### src/rtl/sec_defines.svh
// How it works
// - Sleep instruction with idle select clear enters full sleep.
// - Sleep instruction with idle select set enters idle instead.
// - Entry clears watchdog count; it keeps running if enabled in sleep.
// - Full-sleep entry clears the active-low power-down flag; idle entry leaves it.
// - Full-sleep entry sets the active-low time-out flag; idle entry leaves it.
// - Sleep stops both the CPU clock and the system clock.
// - Each oscillator runs in sleep if requested or forced on.
// - ADC on its own RC clock is untouched by sleep.
// - Other ADC clock: entry aborts conversion, powers ADC off, on bit stays.
// - A port holds its state in sleep only with no active peripheral.
// - Idle halts CPU and program memory, peripheral clocks keep running.
// - Any interrupt ends idle regardless of global enable; idle select kept.
// - Watchdog timeout in idle wakes the device instead of resetting it.
`ifndef SEC_DEFINES_SVH
`define SEC_DEFINES_SVH
// ****************************************
// Register map
// ****************************************
`define SEC_ADDR_W      8
`define SEC_OFF_CTRL    8'h00
`define SEC_OFF_OSC_ENABLE_REGISTER   8'h04
`define SEC_OFF_STATUS  8'h08
`define SEC_OFF_ISTAT   8'h0C
`define SEC_OFF_IMASK   8'h10
`define SEC_OFF_ADC     8'h14
// ****************************************
// Field positions
// ****************************************
`define SEC_CTRL_IDLE   0
`define SEC_CTRL_WDTSLP 1
`define SEC_ST_PD       0
`define SEC_ST_TO       1
`define SEC_ST_MODE_LO  2
`define SEC_ST_MODE_HI  3
`define SEC_ADC_ON      0
`define SEC_ADC_RC      1
`define SEC_EV_SLEEP    0
`define SEC_EV_IDLE     1
`define SEC_EV_WAKE     2
`define SEC_EV_WDT      3
`define SEC_N_EV        4
`define SEC_N_OSC       3
`define SEC_ZERO32      32'h00000000
`endif

### src/rtl/sec_pkg.sv
package sec_pkg;
    // Power mode of the device.
    typedef enum logic [1:0] {
        SEC_RUN   = 2'b00,
        SEC_SLEEP = 2'b01,
        SEC_IDLE  = 2'b10
    } sec_mode_t;
endpackage

### src/rtl/sec_top.sv
// Our own choices: the APB slave port and the placing of the registers.
`timescale 1ns/10ps
`include "sec_defines.svh"
module sec_top
    import sec_pkg::*;
#(
    parameter int NPORT = 3
) (
    input  wire logic                  pclk,           // APB clock, 40 MHz.
    input  wire logic                  presetn,        // Reset, active low.
    input  wire logic                  psel,           // APB select.
    input  wire logic                  penable,        // APB enable.
    input  wire logic                  pwrite,         // APB direction.
    input  wire logic [31:0]           paddr,          // APB byte address.
    input  wire logic [31:0]           pwdata,         // APB write data.
    output logic      [31:0]           prdata,         // APB read data.
    output logic                       pready,         // APB ready.
    output logic                       pslverr,        // APB error.
    input  wire logic                  sleep_exec,     // Core executes sleep.
    input  wire logic                  irq_req,        // Any interrupt flag.
    input  wire logic                  wdt_timeout,    // Watchdog expiry pulse.
    input  wire logic                  wake_pin,       // Async wake pin.
    input  wire logic [`SEC_N_OSC-1:0] osc_req,        // Peripheral osc requests.
    input  wire logic                  adc_busy,       // Conversion running.
    input  wire logic [NPORT-1:0]      port_periph_on, // Peripheral active per port.
    output logic                       cpu_clk_en,     // CPU clock gate.
    output logic                       sys_clk_en,     // System clock gate.
    output logic                       prog_mem_en,    // Program memory enable.
    output logic                       periph_clk_en,  // Peripheral clock gate.
    output logic [`SEC_N_OSC-1:0]      osc_run,        // hf, lf, secondary.
    output logic                       adc_power_en,   // ADC analog power.
    output logic                       adc_abort,      // Abort conversion pulse.
    output logic                       wdt_clear,      // Clear watchdog pulse.
    output logic                       wdt_run_en,     // Watchdog counting.
    output logic                       wdt_reset_req,  // Watchdog reset pulse.
    output logic                       resume,         // Resume execution pulse.
    output logic [NPORT-1:0]           port_hold,      // Freeze port drive.
    output logic                       irq             // Interrupt, active high.
);
    // ****************************************
    // Declarations
    // ****************************************
    sec_mode_t                 mode;
    sec_mode_t                 next_mode;
    logic                      idle_select;
    logic                      wdt_in_sleep;
    logic [`SEC_N_OSC-1:0]     osc_force;
    logic                      power_down_flag_n;
    logic                      time_out_flag_n;
    logic [`SEC_N_EV-1:0]      istat;
    logic [`SEC_N_EV-1:0]      imask;
    logic                      adc_on_bit;
    logic                      adc_rc_clock;
    logic                      adc_off;
    logic                      wake_sync;
    logic                      enter_sleep;
    logic                      enter_idle;
    logic                      wake;
    logic                      wdt_wake;
    logic                      wr;
    logic [`SEC_N_EV-1:0]      ev;
    logic [`SEC_ADDR_W-1:0]    off;

    // Address decode shared by writes and the error answer; reads decode with a case on the offset.
    function automatic logic hit(input logic [`SEC_ADDR_W-1:0] a,
                                 input logic [`SEC_ADDR_W-1:0] o);
        hit = (a == o);
    endfunction

    // True for any of the six register offsets; anything else answers with an error.
    function automatic logic mapped(input logic [`SEC_ADDR_W-1:0] a);
        mapped = hit(a, `SEC_OFF_CTRL) | hit(a, `SEC_OFF_OSC_ENABLE_REGISTER) |
                 hit(a, `SEC_OFF_STATUS) | hit(a, `SEC_OFF_ISTAT) |
                 hit(a, `SEC_OFF_IMASK) | hit(a, `SEC_OFF_ADC);
    endfunction

    // ****************************************
    // Wake pin and oscillators
    // ****************************************
    sec_sync u_wake_sync (
        .pclk    (pclk),
        .presetn (presetn),
        .d       (wake_pin),
        .q       (wake_sync)
    );

    sec_osc_keep #(
        .N (`SEC_N_OSC)
    ) u_osc (
        .pclk     (pclk),
        .presetn  (presetn),
        .sleeping (mode == SEC_SLEEP),
        .req      (osc_req),
        .force_on (osc_force),
        .run      (osc_run)
    );

    // ****************************************
    // APB slave
    // ****************************************
    // Every access completes in its first access cycle, so no wait states.
    assign pready  = 1'b1;
    assign off     = paddr[`SEC_ADDR_W-1:0];
    assign wr      = psel & penable & pwrite & mapped(off);
    assign pslverr = psel & penable & ~mapped(off);

    // Read data is registered off the setup phase so it is stable in access.
    always_ff @(posedge pclk or negedge presetn) begin
        if (!presetn) begin
            prdata <= `SEC_ZERO32;
        end else if (psel & ~penable & ~pwrite) begin
            prdata <= `SEC_ZERO32;
            case (off)
                `SEC_OFF_CTRL: begin
                    prdata[`SEC_CTRL_IDLE]   <= idle_select;
                    prdata[`SEC_CTRL_WDTSLP] <= wdt_in_sleep;
                end
                `SEC_OFF_OSC_ENABLE_REGISTER: begin
                    prdata[`SEC_N_OSC-1:0] <= osc_force;
                end
                `SEC_OFF_STATUS: begin
                    prdata[`SEC_ST_PD] <= power_down_flag_n;
                    prdata[`SEC_ST_TO] <= time_out_flag_n;
                    prdata[`SEC_ST_MODE_HI:`SEC_ST_MODE_LO] <= mode;
                end
                `SEC_OFF_ISTAT: begin
                    prdata[`SEC_N_EV-1:0] <= istat;
                end
                `SEC_OFF_IMASK: begin
                    prdata[`SEC_N_EV-1:0] <= imask;
                end
                `SEC_OFF_ADC: begin
                    prdata[`SEC_ADC_ON] <= adc_on_bit;
                    prdata[`SEC_ADC_RC] <= adc_rc_clock;
                end
                default: begin
                    prdata <= `SEC_ZERO32;
                end
            endcase
        end
    end

    // Control register; idle select is never touched by hardware.
    always_ff @(posedge pclk or negedge presetn) begin
        if (!presetn) begin
            idle_select  <= 1'b0;
            wdt_in_sleep <= 1'b0;
        end else if (wr && hit(off, `SEC_OFF_CTRL)) begin
            idle_select  <= pwdata[`SEC_CTRL_IDLE];
            wdt_in_sleep <= pwdata[`SEC_CTRL_WDTSLP];
        end
    end

    // Oscillator force-on bits.
    always_ff @(posedge pclk or negedge presetn) begin
        if (!presetn) begin
            osc_force <= '0;
        end else if (wr && hit(off, `SEC_OFF_OSC_ENABLE_REGISTER)) begin
            osc_force <= pwdata[`SEC_N_OSC-1:0];
        end
    end

    // ADC control: on bit and clock source select.
    always_ff @(posedge pclk or negedge presetn) begin
        if (!presetn) begin
            adc_on_bit   <= 1'b0;
            adc_rc_clock <= 1'b0;
        end else if (wr && hit(off, `SEC_OFF_ADC)) begin
            adc_on_bit   <= pwdata[`SEC_ADC_ON];
            adc_rc_clock <= pwdata[`SEC_ADC_RC];
        end
    end

    // Interrupt mask.
    always_ff @(posedge pclk or negedge presetn) begin
        if (!presetn) begin
            imask <= '0;
        end else if (wr && hit(off, `SEC_OFF_IMASK)) begin
            imask <= pwdata[`SEC_N_EV-1:0];
        end
    end

    // ****************************************
    // Mode sequencer
    // ****************************************
    assign enter_sleep = (mode == SEC_RUN) & sleep_exec & ~idle_select;
    assign enter_idle  = (mode == SEC_RUN) & sleep_exec & idle_select;
    // Idle ignores the global interrupt enable; any raised flag wakes.
    assign wdt_wake    = (mode != SEC_RUN) & wdt_timeout;
    assign wake        = (mode == SEC_IDLE) & (irq_req | wdt_timeout) |
                         (mode == SEC_SLEEP) & (irq_req | wake_sync |
                                                wdt_timeout);

    // Next mode; a sleep instruction outside run is ignored.
    always_comb begin
        next_mode = mode;
        case (mode)
            SEC_RUN: begin
                if (enter_sleep) begin
                    next_mode = SEC_SLEEP;
                end else if (enter_idle) begin
                    next_mode = SEC_IDLE;
                end
            end
            SEC_SLEEP: begin
                if (wake) begin
                    next_mode = SEC_RUN;
                end
            end
            SEC_IDLE: begin
                if (wake) begin
                    next_mode = SEC_RUN;
                end
            end
            default: begin
                next_mode = SEC_RUN;
            end
        endcase
    end

    // Mode register; every gate below is derived from its next value.
    always_ff @(posedge pclk or negedge presetn) begin
        if (!presetn) begin
            mode <= SEC_RUN;
        end else begin
            mode <= next_mode;
        end
    end

    // ****************************************
    // Clock gates
    // ****************************************
    // Gates are registered so the clock tree sees glitch-free enables.
    always_ff @(posedge pclk or negedge presetn) begin
        if (!presetn) begin
            cpu_clk_en    <= 1'b1;
            sys_clk_en    <= 1'b1;
            prog_mem_en   <= 1'b1;
            periph_clk_en <= 1'b1;
        end else begin
            cpu_clk_en    <= (next_mode == SEC_RUN);
            sys_clk_en    <= (next_mode != SEC_SLEEP);
            prog_mem_en   <= (next_mode == SEC_RUN);
            periph_clk_en <= (next_mode != SEC_SLEEP);
        end
    end

    // Resume pulse: core continues after the sleep instruction.
    always_ff @(posedge pclk or negedge presetn) begin
        if (!presetn) begin
            resume <= 1'b0;
        end else begin
            resume <= wake;
        end
    end

    // ****************************************
    // Watchdog and status flags
    // ****************************************
    // Entry clears the count; only the watchdog sees sleep, other resets don't.
    always_ff @(posedge pclk or negedge presetn) begin
        if (!presetn) begin
            wdt_clear     <= 1'b0;
            wdt_run_en    <= 1'b1;
            wdt_reset_req <= 1'b0;
        end else begin
            wdt_clear     <= enter_sleep | enter_idle;
            wdt_run_en    <= (next_mode != SEC_SLEEP) | wdt_in_sleep;
            wdt_reset_req <= wdt_timeout & (mode == SEC_RUN);
        end
    end

    // Flags come up set; a run-mode watchdog reset clears the time-out flag.
    always_ff @(posedge pclk or negedge presetn) begin
        if (!presetn) begin
            power_down_flag_n <= 1'b1;
            time_out_flag_n   <= 1'b1;
        end else if (enter_sleep) begin
            power_down_flag_n <= 1'b0;
            time_out_flag_n   <= 1'b1;
        end else if (wdt_timeout && mode == SEC_RUN) begin
            time_out_flag_n   <= 1'b0;
        end
    end

    // ****************************************
    // ADC handling
    // ****************************************
    // Only a non-RC clock dies in sleep, so only then is the ADC shut off.
    always_ff @(posedge pclk or negedge presetn) begin
        if (!presetn) begin
            adc_off   <= 1'b0;
            adc_abort <= 1'b0;
        end else begin
            adc_abort <= enter_sleep & ~adc_rc_clock & adc_busy;
            if (enter_sleep && !adc_rc_clock) begin
                adc_off <= 1'b1;
            end else if (mode != SEC_SLEEP) begin
                adc_off <= 1'b0;
            end
        end
    end

    // The on bit stays set; only the analog power is cut while asleep.
    assign adc_power_en = adc_on_bit & ~adc_off;

    // ****************************************
    // Port hold
    // ****************************************
    // A port with a live peripheral must follow it, so it cannot be frozen.
    always_ff @(posedge pclk or negedge presetn) begin
        if (!presetn) begin
            port_hold <= '0;
        end else begin
            port_hold <= {NPORT{next_mode == SEC_SLEEP}} & ~port_periph_on;
        end
    end

    // ****************************************
    // Interrupt status
    // ****************************************
    // Events in status bit order.
    assign ev = {wdt_wake, wake, enter_idle, enter_sleep};

    // New events win over a write-one-to-clear in the same cycle.
    always_ff @(posedge pclk or negedge presetn) begin
        if (!presetn) begin
            istat <= '0;
        end else if (wr && hit(off, `SEC_OFF_ISTAT)) begin
            istat <= (istat & ~pwdata[`SEC_N_EV-1:0]) | ev;
        end else begin
            istat <= istat | ev;
        end
    end

    // Level interrupt while any unmasked status bit is set.
    assign irq = |(istat & imask);
endmodule // sec_top

### src/rtl/sec_sync.sv
`timescale 1ns/10ps
module sec_sync (
    input  wire logic pclk,    // Clock.
    input  wire logic presetn, // Reset, active low.
    input  wire logic d,       // Asynchronous level.
    output logic      q        // Synchronised level.
);
    logic stage1;

    // Two flops; only the second one is visible outside.
    always_ff @(posedge pclk or negedge presetn) begin
        if (!presetn) begin
            stage1 <= 1'b0;
            q      <= 1'b0;
        end else begin
            stage1 <= d;
            q      <= stage1;
        end
    end
endmodule // sec_sync

### src/rtl/sec_osc_keep.sv
`timescale 1ns/10ps
module sec_osc_keep #(
    parameter int N = 3
) (
    input  wire logic         pclk,     // Clock.
    input  wire logic         presetn,  // Reset, active low.
    input  wire logic         sleeping, // Device is in full sleep.
    input  wire logic [N-1:0] req,      // Peripheral clock requests.
    input  wire logic [N-1:0] force_on, // Software force-on bits.
    output logic      [N-1:0] run       // Oscillator run enables.
);
    // Outside sleep every oscillator may run; in sleep only wanted ones.
    always_ff @(posedge pclk or negedge presetn) begin
        if (!presetn) begin
            run <= {N{1'b1}};
        end else begin
            run <= {N{~sleeping}} | req | force_on;
        end
    end
endmodule // sec_osc_keep

### config.mk
export PLATFORM = sky130hd
export DESIGN_NAME = sec_top
export DESIGN_NICKNAME = d
export VERILOG_FILES = /design/src/rtl/sec_pkg.sv /design/src/rtl/sec_top.sv /design/src/rtl/sec_sync.sv /design/src/rtl/sec_osc_keep.sv
export VERILOG_INCLUDE_DIRS = /design/src /design/src/rtl
export SDC_FILE = /design/constraint.sdc
export NUM_CORES = 1
export LEC_CHECK = 0
export BUFFER_PORTS_ARGS = -buffer_cell sky130_fd_sc_hd__clkbuf_2
export CORE_MARGIN = 2
export CORE_UTILIZATION = 38
export DETAILED_ROUTE_END_ITERATION = 6
export GPL_TIMING_DRIVEN = 0
export PLACE_DENSITY = 0.76
export SYNTH_ARGS = -nofsm -noshare
export SYNTH_HDL_FRONTEND = slang
export SYNTH_SLANG_ARGS = --single-unit
### constraint.sdc
create_clock -name pclk -period 1.6 [get_ports pclk]
set_input_delay 0.16 -clock pclk [delete_from_list [all_inputs] [get_ports pclk]]
set_output_delay 0.16 -clock pclk [all_outputs]
set_load 0.02 [all_outputs]
==> flow_metrics.py, run 1 <==
metrics = {
    "sta": {
        "finalWorstSetupSlack_ns": -0.2747,
        "min_period_ns": 1.875,
        "skew_ns": 0.002812,
        "whs_ns": -0.003272,
        "fmax_mhz": 533.4,
        "finalHoldViolCount": 3,
        "finalCritPeriodShare_pct": 117.2,
        "drv_slew": 0,
        "relSlewSlack_pct": 37.43,
        "setup-violations-final": 9,
        "tightest_slew_ns": 0.9386,
        "grt_setup_unrepaired": "yes",
    },
    "final_layout": {
        "drive_gt1_share_pct": 48.76,
        "antenna-diode-count": 0,
        "syn_to_final_growth_pct": 36.37,
        "finalNonFillerCells": 353,
        "fin_nets": 366,
        "n_fill_cell": 475,
    },
    "grt": {
        "grt_max_degree": 40,
        "globalRoute.totalOverflow": 0,
        "grt_pass1_vias": 1533,
        "antenna_found_initial": 0,
        "grt_pass1_wl_um": 7369,
        "grt.total_usage_pct": 15.91,
    },
    "power_and_ir_drop": {
        "p_switching_w": 0.001113,
        "p_clk_share_pct": 25.1,
        "p_per_area_nw_per_um2": 1209,
        "p_int_w": 0.002240,
        "leakage_nw": 1.430,
        "power.share.combinational_pct": 37.0,
        "ir_worst_vdd_mv": 0.5089,
        "p_seq_share_pct": 37.9,
        "switching_share_pct": 33.21,
    },
    "routing": {
        "wl_um": 4519,
        "wl_met2_um": 2305,
        "via_per_inst": 4.476,
        "drc": 0,
        "highest_layer": "met4",
        "postRouteAntennaNets": 0,
        "wl_met3_um": 304,
        "avgRoutedWirePerCell_um": 12.80,
        "dr_total_vias": 1580,
        "drtPass1Iterations": 4,
        "wl_met1_um": 1839,
        "drtIter0Drc": 103,
    },
    "worst_setup_path": {
        "crit_path_start": "paddr[1]",
        "slowest_delay_ns": 0.56,
        "cp_max_fo": 4,
        "worst-r2r-cell-count": 7,
        "r2r-start": "mode[1]$_DFF_PN0_",
        "worst_ep_required_time_ns": 1.78,
        "critical_path.cell_chain": "clkbuf_2, or4_4, or3b_4, or4b_4, mux2_4",
        "crit_slowest_cell": "or4b_4",
        "worst-setup-path-type": "in -> reg",
        "cp_data_arrival_time_ns": 2.05,
        "end_kind": "register",
        "startpoint_type": "input pin",
    },
    "floorplan": {
        "ios": 131,
        "start_util_pct": 39.56,
        "fp.dieW_um": 77.15,
        "core_um2": 5140,
        "die_area_um2": 5951,
        "placement_rows": 26,
        "die_h_um": 77.15,
    },
    "place": {
        "dp_cells": 334,
        "pre_cts_ws_ns": -0.5898,
        "place_hpwl_um": 3241,
        "portBuffers": 49,
        "routabilityCongestion": 0.7819,
    },
    "cts": {
        "clock_path_buffers": 2,
        "worst_skew_pair.late_latency_ns": 0.29,
        "root_buffer": "clkbuf_8",
        "htreeDepth": 2,
        "cts_tree": "built",
        "cts_made_buffers": 5,
        "clk_pin_slew_ns": 0.07,
        "cts_num_sinks": 39,
    },
    "logic_synthesis": {
        "ys_top_cells_by_area": "dfrtp_1, buf_4, dfstp_2",
        "ys_seq_elements": 39,
        "yosysSeqAreaShare_pct": 48.49,
        "synth_edf_count": 0,
        "yosysWarnings": 0,
        "synthCells": 188,
        "synth_commonest_cells": "buf_4, dfrtp_1, nand2_1",
        "avgSynthCellArea_um2": 10.81,
        "syn_area_um2": 2033,
        "yosysUniqueCellTypes": 42,
        "async_flop_share_pct": 100.0,
        "synth_flop_cell": "dfrtp_1",
        "yosysTopAreaCellShare_pct": 38.15,
        "yosys.area.top_type": "dfrtp_1",
    },
    "run_status": {
        "status": "finished, violations left",
        "violations": "hold timing, setup timing",
    },
    "run": {
        "maxCapViolCount": 0,
    },
    "hold_path": {
        "min-delay-path-class": "in -> async",
    },
}
## routing by layer
metal | global-route usage, % | up-vias
met5 | 0 | -
met4 | 6.429 | 0
met3 | 4.353 | 10
met2 | 27.39 | 55
met1 | 18.69 | 740
li1 | - | 775
## cell families after synthesis
family,after synthesis,synth area share [%]
other,2,0.3694
buffers and inverters,39,12.92
DFF,39,48.49
and+or+nand+nor,58,15.88
AOI/OAI and AO/OA,30,9.354
adders and majority gates,4,2.462
muxes,16,10.52
## power groups by stage
| stage | combinational, W | sequential (W) | clock (W) |
|---|---|---|---|
| floorplan | 0.000544 | 0.00145 | 0 |
| global placement | 0.000983 | 0.00130 | 0 |
| detailed placement | 0.000994 | 0.00130 | 0 |
| CTS | 0.00114 | 0.00127 | 0.000853 |
| global route | 0.00134 | 0.00130 | 0.000906 |
| finish | 0.00124 | 0.00127 | 0.000840 |
## sequential cells by signal, indices dropped and copies added, names as in the netlist, 2 cells and up
signal     count
imask          4
port_hold      3
istat          4
prdata         4
osc_force      3
u_osc.run      3
mode           2
## what timing repair did
item	CTS	global route
hold endpoints to repair	1	0
setup buffers	6	4
gates resized for setup	8	13
hold buffers	1	0
pin swaps	1	5
setup endpoints to repair	14	14
## through the flow
stage               util (%)  hold slack, ns  setup TNS [ns]  power (W)  area [µm²]
floorplan                  -         -0.1356          -3.112   0.001989        2143
global placement       48.17          0.2795          -5.413   0.002282        2476
detailed placement     48.17          0.2786          -5.586   0.002294        2476
CTS                    52.31         0.01056          -2.013   0.003265        2689
global route           53.94        0.002982          -2.437   0.003543        2773
finish                 53.94       -0.003272          -2.298   0.003353        2773
## final timing paths
check | to | slack [ns]
worst min register to register | u_wake_sync.q$_DFF_PN0_ | 0.35
worst min-delay path | adc_abort$_DFF_PN0_ | -0.003
min in group pclk | port_hold[2]$_DFF_PN0_ | 0.01
worst max-delay path | imask[1]$_DFFE_PN0P_ | -0.27
max in group asynchronous | mode[0]$_DFF_PN0_ | 0.95
worst max register to register | port_hold[2]$_DFF_PN0_ | 0.06
## critical path, delay by kind of cell
family / cells / cell delay [ns]
simple gates: 3 / 1.49
mux: 1 / 0.32
buf+inv: 1 / 0.09
## layout make-up
type	instances	area, µm²	share of cell area, %
sequential	39	987.2	35.60
timing repair buffer	60	334.1	12.05
clock inverter	2	35.03	1.264
clock buffer	6	82.58	2.978
inverter	6	22.52	0.8123
multi-input combinational	137	983.4	35.47
tap	70	87.58	3.159
buffer	33	240.2	8.664
## layout by cell type (no fill, tap or decap), drive strengths merged, types with 2 or more instances in the layout
| master | count |
|---|---|
| clkbuf | 56 |
| buf | 42 |
| dfrtp | 31 |
| conb | 29 |
| nand2 | 19 |
| nor2 | 13 |
| mux2 | 11 |
| o21ai | 9 |
| dfstp | 8 |
| a21oi | 6 |
| inv | 6 |
| ha | 4 |
| nand2b | 3 |
| nor2b | 3 |
| mux2i | 3 |
| nand3 | 2 |
| and3b | 2 |
| nand4 | 2 |
| a21o | 2 |
| a31oi | 2 |
| and2 | 2 |
| and3 | 2 |
| a22o | 2 |
| a22oi | 2 |
| a2bb2oi | 2 |
| mux4 | 2 |
| a211oi | 2 |
| or3b | 2 |
(Power assumes the default switching activity.)
==> inputs of run 2 (changes only) <==
- HOLD_SLACK_MARGIN: not set -> 0.1
- SETUP_SLACK_MARGIN: not set -> 0.15
- SLEW_MARGIN: not set -> 20
==> run 2 against run 1 <==
Compared with the run above:
- the run ends with setup timing left
- clock skew increased by 0.0073 ns
- critical path depth unchanged
- sequential share of layout area decreased by 2.5 points
- worst hold slack gained 0.12 ns
==> flow_metrics.py, run 2 (synthesis gave the netlist of run 1 again) <==
metrics = {
    "sta": {
        "grt_setup_unrepaired": "yes",
        "drv_slew": 0,
        "skew_ns": 0.01011,
        "fmax_mhz": 516.4,
        "relSlewSlack_pct": 36.62,
        "setup-violations-final": 10,
        "min_period_ns": 1.936,
        "finalCritPeriodShare_pct": 121.0,
        "finalHoldViolCount": 0,
        "finalWorstSetupSlack_ns": -0.3363,
        "tns_ns": -2.296,
        "tightest_slew_ns": 0.9507,
    },
    "final_layout": {
        "design_area_um2": 2985,
        "fin_nets": 379,
        "antenna-diode-count": 0,
        "syn_to_final_growth_pct": 46.83,
        "drive_gt1_share_pct": 52.70,
        "final_cell_mix": "clkbuf_2, buf_4, dfrtp_1",
        "layout_commonest_cell": "clkbuf_2",
        "largest_registers": "imask: 4 flops, istat: 4 flops, prdata: 4 flops",
        "final_util_pct": 58.08,
    },
    "cts": {
        "cts_tree": "built",
        "cts_made_buffers": 5,
        "clock_path_buffers": 2,
        "root_buffer": "clkbuf_8",
        "cts_num_sinks": 39,
        "htreeDepth": 2,
        "worst_skew_pair.late_latency_ns": 0.29,
        "clk_pin_slew_ns": 0.07,
    },
    "floorplan": {
        "die_h_um": 77.15,
        "ios": 131,
        "core_um2": 5140,
        "die_area_um2": 5951,
        "placement_rows": 26,
        "start_util_pct": 39.56,
        "fp.dieW_um": 77.15,
    },
    "routing": {
        "drc": 0,
        "avgRoutedWirePerCell_um": 13.59,
        "postRouteAntennaNets": 0,
        "drtPass1Iterations": 4,
        "via_per_inst": 4.585,
        "drtIter0Drc": 87,
        "dr_total_vias": 1678,
        "wl_um": 4973,
    },
    "worst_setup_path": {
        "slowest_delay_ns": 0.56,
        "startpoint_type": "input pin",
        "worst-setup-path-type": "in -> reg",
        "cp_num_cells": 5,
        "end_kind": "register",
        "critical-path-top-delay-family": "simple AND/OR/NAND/NOR gates",
        "cp_data_arrival_time_ns": 2.11,
        "worst_ep_required_time_ns": 1.77,
        "critical_path.cell_chain": "buf_6, or4_4, or3b_4, or4b_4, mux2_4",
        "worst-r2r-cell-count": 7,
        "cp_num_buf_inv": 1,
        "crit_slowest_cell": "or4b_4",
        "cp_max_fo": 4,
    },
    "run_status": {
        "violations": "setup timing",
        "status": "finished, violations left",
    },
    "grt": {
        "globalRoute.totalOverflow": 0,
        "grt_pass1_vias": 1591,
        "grt.total_usage_pct": 16.49,
        "grt_pass1_wl_um": 7679,
        "antenna_found_initial": 0,
        "grt_max_degree": 40,
    },
    "place": {
        "pre_cts_ws_ns": -0.6083,
        "post_dp_cell_area_um2": 2520,
        "routabilityCongestion": 0.8199,
        "portBuffers": 49,
        "place_hpwl_um": 3328,
    },
    "power_and_ir_drop": {
        "leakage_nw": 1.493,
        "p_per_area_nw_per_um2": 1192,
        "finalPower_w": 0.003558,
        "ir_worst_vdd_mv": 0.6461,
    },
    "hold_path": {
        "holdPathStages": 2,
        "min-delay-path-class": "in -> reg",
    },
    "run": {
        "maxCapViolCount": 0,
    },
}
[run 2: cell count changes in the layout (fill, tap and decap cells not counted), moves of 2 or more]
| cell | before | now |
|---|---|---|
| dlygate4sd3_1 | 1 | 8 |
| nor2_4 | 0 | 5 |
| buf_6 | 1 | 5 |
| nor2_1 | 11 | 8 |
| buf_4 | 40 | 42 |
| clkinvlp_4 | 0 | 2 |
| ha_1 | 2 | 0 |
| ha_4 | 2 | 4 |
| nor2_2 | 2 | 0 |
[run 2: stage by stage]
step	std cells	hold slack (ns)
4_1_cts	362	0.1052
3_3_place_gp	334	0.2700
3_5_place_dp	334	0.2706
2_1_floorplan	215	-0.1356
6_report	366	0.1211
5_1_grt	366	0.1118
[run 2: final cells by class]
type	instances	area (µm²)
fillers	452	2155
multi-input cells	137	1077
flip-flops and latches	39	987.2
repair buffers	73	479.2
plain buffers	33	240.2
well taps	70	87.58
clock buffers	5	68.82
inverters	6	25.02
clock inverters	3	20.02
[run 2: repair_timing]
item                                   4_1_cts  5_1_grt
hold buffers                                 8        0
pin swaps                                    7        8
buffers inserted                            12        4
setup endpoints to repair                   14       18
resized for setup                           17       20
endpoints found under the hold margin       38        0
[run 2: path summary, 6_finish.rpt]
check	start	endpoint	slack [ns]
worst max-delay path	paddr[1]	imask[0]$_DFFE_PN0P_	-0.34
worst min-delay path	pwdata[0]	istat[0]$_DFF_PN0_	0.12
worst max register to register	mode[0]$_DFF_PN0_	wdt_run_en$_DFF_PN1_	-0.01
worst min register to register	u_wake_sync.stage1$_DFF_PN0_	u_wake_sync.q$_DFF_PN0_	0.35
max in group asynchronous	presetn	mode[0]$_DFF_PN0_	0.42
min in group asynchronous	presetn	port_hold[0]$_DFF_PN0_	0.54
[run 2: layer usage]
metal	global-route usage, %	vias up	routed length [µm]
met5	0	-	0
met3	3.529	8	280
met1	20.14	801	2075
li1	-	805	-
met2	28.70	64	2558
met4	5.714	0	58
[run 2: where the power goes]
group,switching (W),total (W),internal (W)
combinational,0.000849,0.00160,0.000755
clock,0.000354,0.000657,0.000303
sequential,0.0000932,0.00130,0.00120
==> inputs of run 3 (changes only) <==
- ABC_AREA: not set -> 1
- CORE_UTILIZATION: 38 -> 39
- PLACE_DENSITY: 0.76 -> 0.77
==> run 3 against run 2 <==
Compared with the run above:
- the run still ends with setup timing left
- via count increased by 14%
- sequential share of layout area decreased by 0.74 points
- core utilization increased by 0.67 points
- largest cell class unchanged
==> flow_metrics.py, run 3 <==
metrics = {
    "run_status": {
        "status": "finished, violations left",
        "violations": "setup timing",
    },
    "cts": {
        "cts_made_buffers": 5,
        "htreeDepth": 2,
        "worst_skew_pair.late_latency_ns": 0.30,
        "clock_path_buffers": 2,
        "clk_pin_slew_ns": 0.08,
        "cts_tree": "built",
        "cts_num_sinks": 39,
        "root_buffer": "clkbuf_8",
    },
    "grt": {
        "antenna_found_initial": 0,
        "grt_pass1_wl_um": 8355,
        "grt.total_usage_pct": 17.54,
        "grt_max_degree": 40,
        "globalRoute.totalOverflow": 0,
        "grt_pass1_vias": 1823,
    },
    "logic_synthesis": {
        "synth_flop_cell": "dfrtp_1",
        "yosysWarnings": 0,
        "yosys.area.top_type": "dfrtp_1",
        "yosys.cell_count.top_type": "nand2_1",
        "synth_edf_count": 0,
        "synth_commonest_cells": "nand2_1, buf_4, dfrtp_1",
        "ys_top_cells_by_area": "dfrtp_1, buf_4, dfstp_2",
        "yosysUniqueCellTypes": 29,
        "syn_area_um2": 2140,
        "avgSynthCellArea_um2": 8.558,
        "yosysTopAreaCellShare_pct": 36.26,
        "async_flop_share_pct": 100.0,
        "yosysSeqAreaShare_pct": 46.08,
        "ys_seq_elements": 39,
        "synthCells": 250,
    },
    "sta": {
        "drv_slew": 0,
        "finalHoldViolCount": 0,
        "finalCritPeriodShare_pct": 100.2,
        "finalWorstSetupSlack_ns": -0.003496,
        "grt_setup_unrepaired": "yes",
        "tightest_slew_ns": 0.9356,
        "setup-violations-final": 1,
        "min_period_ns": 1.603,
        "relSlewSlack_pct": 37.63,
        "fmax_mhz": 623.6,
        "skew_ns": 0.006735,
        "tns_ns": -0.003496,
    },
    "final_layout": {
        "syn_to_final_growth_pct": 42.92,
        "drive_gt1_share_pct": 43.68,
        "largest_registers": "imask: 4 flops, istat: 4 flops, prdata: 4 flops",
        "fin_nets": 447,
        "final_cell_mix": "nand2_1, buf_4, clkbuf_2",
        "antenna-diode-count": 0,
        "n_fill_cell": 473,
    },
    "hold_path": {
        "holdCritStartpoint": "pwdata[2]",
        "holdPathStages": 3,
        "min-delay-path-class": "in -> reg",
        "worst_hold_path.endpoint": "osc_force[2]$_DFFE_PN0P_",
    },
    "worst_setup_path": {
        "end_kind": "register",
        "cp_max_fo": 5,
        "worst-r2r-cell-count": 7,
        "worst-setup-path-type": "reg -> reg",
        "r2r-end": "wdt_run_en$_DFF_PN1_",
        "crit_slowest_cell": "dfrtp_2",
        "cp_num_buf_inv": 1,
        "worst_ep_required_time_ns": 1.83,
        "cp_data_arrival_time_ns": 1.83,
        "slowest_delay_ns": 0.43,
        "critical_path.cell_chain": "inv_4, ha_2, o21ai_4, nand3_2, a21oi_4, nand2_4, or2_1",
        "r2r-start": "mode[0]$_DFF_PN0_",
        "startpoint_type": "register",
        "critical-path-top-delay-family": "flip-flops",
        "r2r_slack_ns": -0.003,
    },
    "power_and_ir_drop": {
        "ir_worst_vdd_mv": 0.6915,
        "p_per_area_nw_per_um2": 1160,
        "leakage_nw": 1.600,
    },
    "floorplan": {
        "core_um2": 5205,
        "fp.dieW_um": 78.07,
        "ios": 131,
        "die_h_um": 78.07,
        "placement_rows": 26,
        "start_util_pct": 41.11,
        "die_area_um2": 6094,
    },
    "place": {
        "place_hpwl_um": 3379,
        "portBuffers": 49,
        "pre_cts_ws_ns": -0.1599,
        "routabilityCongestion": 0.8694,
    },
    "routing": {
        "drtPass1Iterations": 5,
        "avgRoutedWirePerCell_um": 11.73,
        "via_per_inst": 4.422,
        "drc": 0,
        "drtIter0Drc": 76,
        "dr_total_vias": 1919,
        "postRouteAntennaNets": 0,
        "wl_um": 5090,
    },
    "run": {
        "maxCapViolCount": 0,
    },
}
==> run 3: changes by cell type in the layout (fill, tap and decap cells not counted), moves of 5 or more <==
cell and change:
o21ai_1 +10, buf_4 +7, nor2_2 +7, mux2_4 -9, nand2_1 +31, nand2_2 +5
nand3_2 +5, inv_1 +20, nor2_1 +12
==> run 3: worst max path at each step <==
stage | startpoint | to | slack (ns) | cells after the start
finish | mode[0]$_DFF_PN0_ | wdt_run_en$_DFF_PN1_ | -0.003 | 7
global route | mode[0]$_DFF_PN0_ | wdt_run_en$_DFF_PN1_ | -0.06 | 7
CTS | mode[0]$_DFF_PN0_ | wdt_run_en$_DFF_PN1_ | 0.03 | 10
detailed placement | mode[1]$_DFF_PN0_ | wdt_run_en$_DFF_PN1_ | -0.16 | 10
global placement | mode[1]$_DFF_PN0_ | wdt_run_en$_DFF_PN1_ | -0.12 | 10
floorplan | mode[1]$_DFF_PN0_ | wdt_run_en$_DFF_PN1_ | 0.09 | 10
==> run 3: area by class of cell <==
type | count | area (µm²) | area share [%]
Multi-Input combinational cell | 177 | 1003 | 32.82
Sequential cell | 39 | 988.4 | 32.32
Timing Repair Buffer | 79 | 501.7 | 16.41
Buffer | 32 | 237.7 | 7.774
Inverter | 29 | 121.4 | 3.969
Tap cell | 70 | 87.58 | 2.864
Clock buffer | 6 | 82.58 | 2.700
Clock inverter | 2 | 35.03 | 1.146
==> run 3: cells by family after synthesis <==
family | count (synthesis) | share of synthesized area, %
buf+inv | 61 | 16.20
fa+ha+maj | 4 | 2.339
flops | 39 | 46.08
simple gates | 117 | 28.01
compound gates | 27 | 7.018
other cells | 2 | 0.3510
==> run 3: per-stage QoR <==
stage,instance area (µm²),hold WS (ns),cells,power [W],utilization [%]
6_report,3058,0.1693,434,0.003547,58.75
2_1_floorplan,2281,-0.1356,277,0.002017,-
3_5_place_dp,2614,0.2771,396,0.002322,50.22
4_1_cts,2958,0.1534,428,0.003357,56.83
5_1_grt,3058,0.1728,434,0.003736,58.75
3_3_place_gp,2614,0.2721,396,0.002299,50.22
==> run 3: per-layer routing <==
metal  up-vias  track usage, %  wire length, µm
met5         -               0                0
met2        81           30.52             2546
met4         0           7.368              131
met3        17           3.333              361
li1        953               -                -
met1       868           21.28             2051
==> run 3: worst reg2reg max path, cell delays in order (launching register included) <==
cell	delay (ns)
dfrtp_2	0.43
inv_4	0.06
ha_2	0.20
o21ai_4	0.20
nand3_2	0.12
a21oi_4	0.21
nand2_4	0.09
or2_1	0.21
==> run 3: power breakdown <==
| part | switching, W | internal, W | total, W |
|---|---|---|---|
| Combinational | 0.000773 | 0.000639 | 0.00141 |
| Clock | 0.000354 | 0.000504 | 0.000859 |
| Sequential | 0.0000776 | 0.00120 | 0.00128 |
==> run 3: what timing repair did <==
| action | in CTS | in global routing |
|---|---|---|
| hold endpoints to repair | 41 | 0 |
| gates resized for setup | 7 | 16 |
| pin swaps | 7 | 8 |
| hold buffers | 11 | 0 |
| endpoints found under the setup margin | 11 | 9 |
| setup buffers | 13 | 6 |
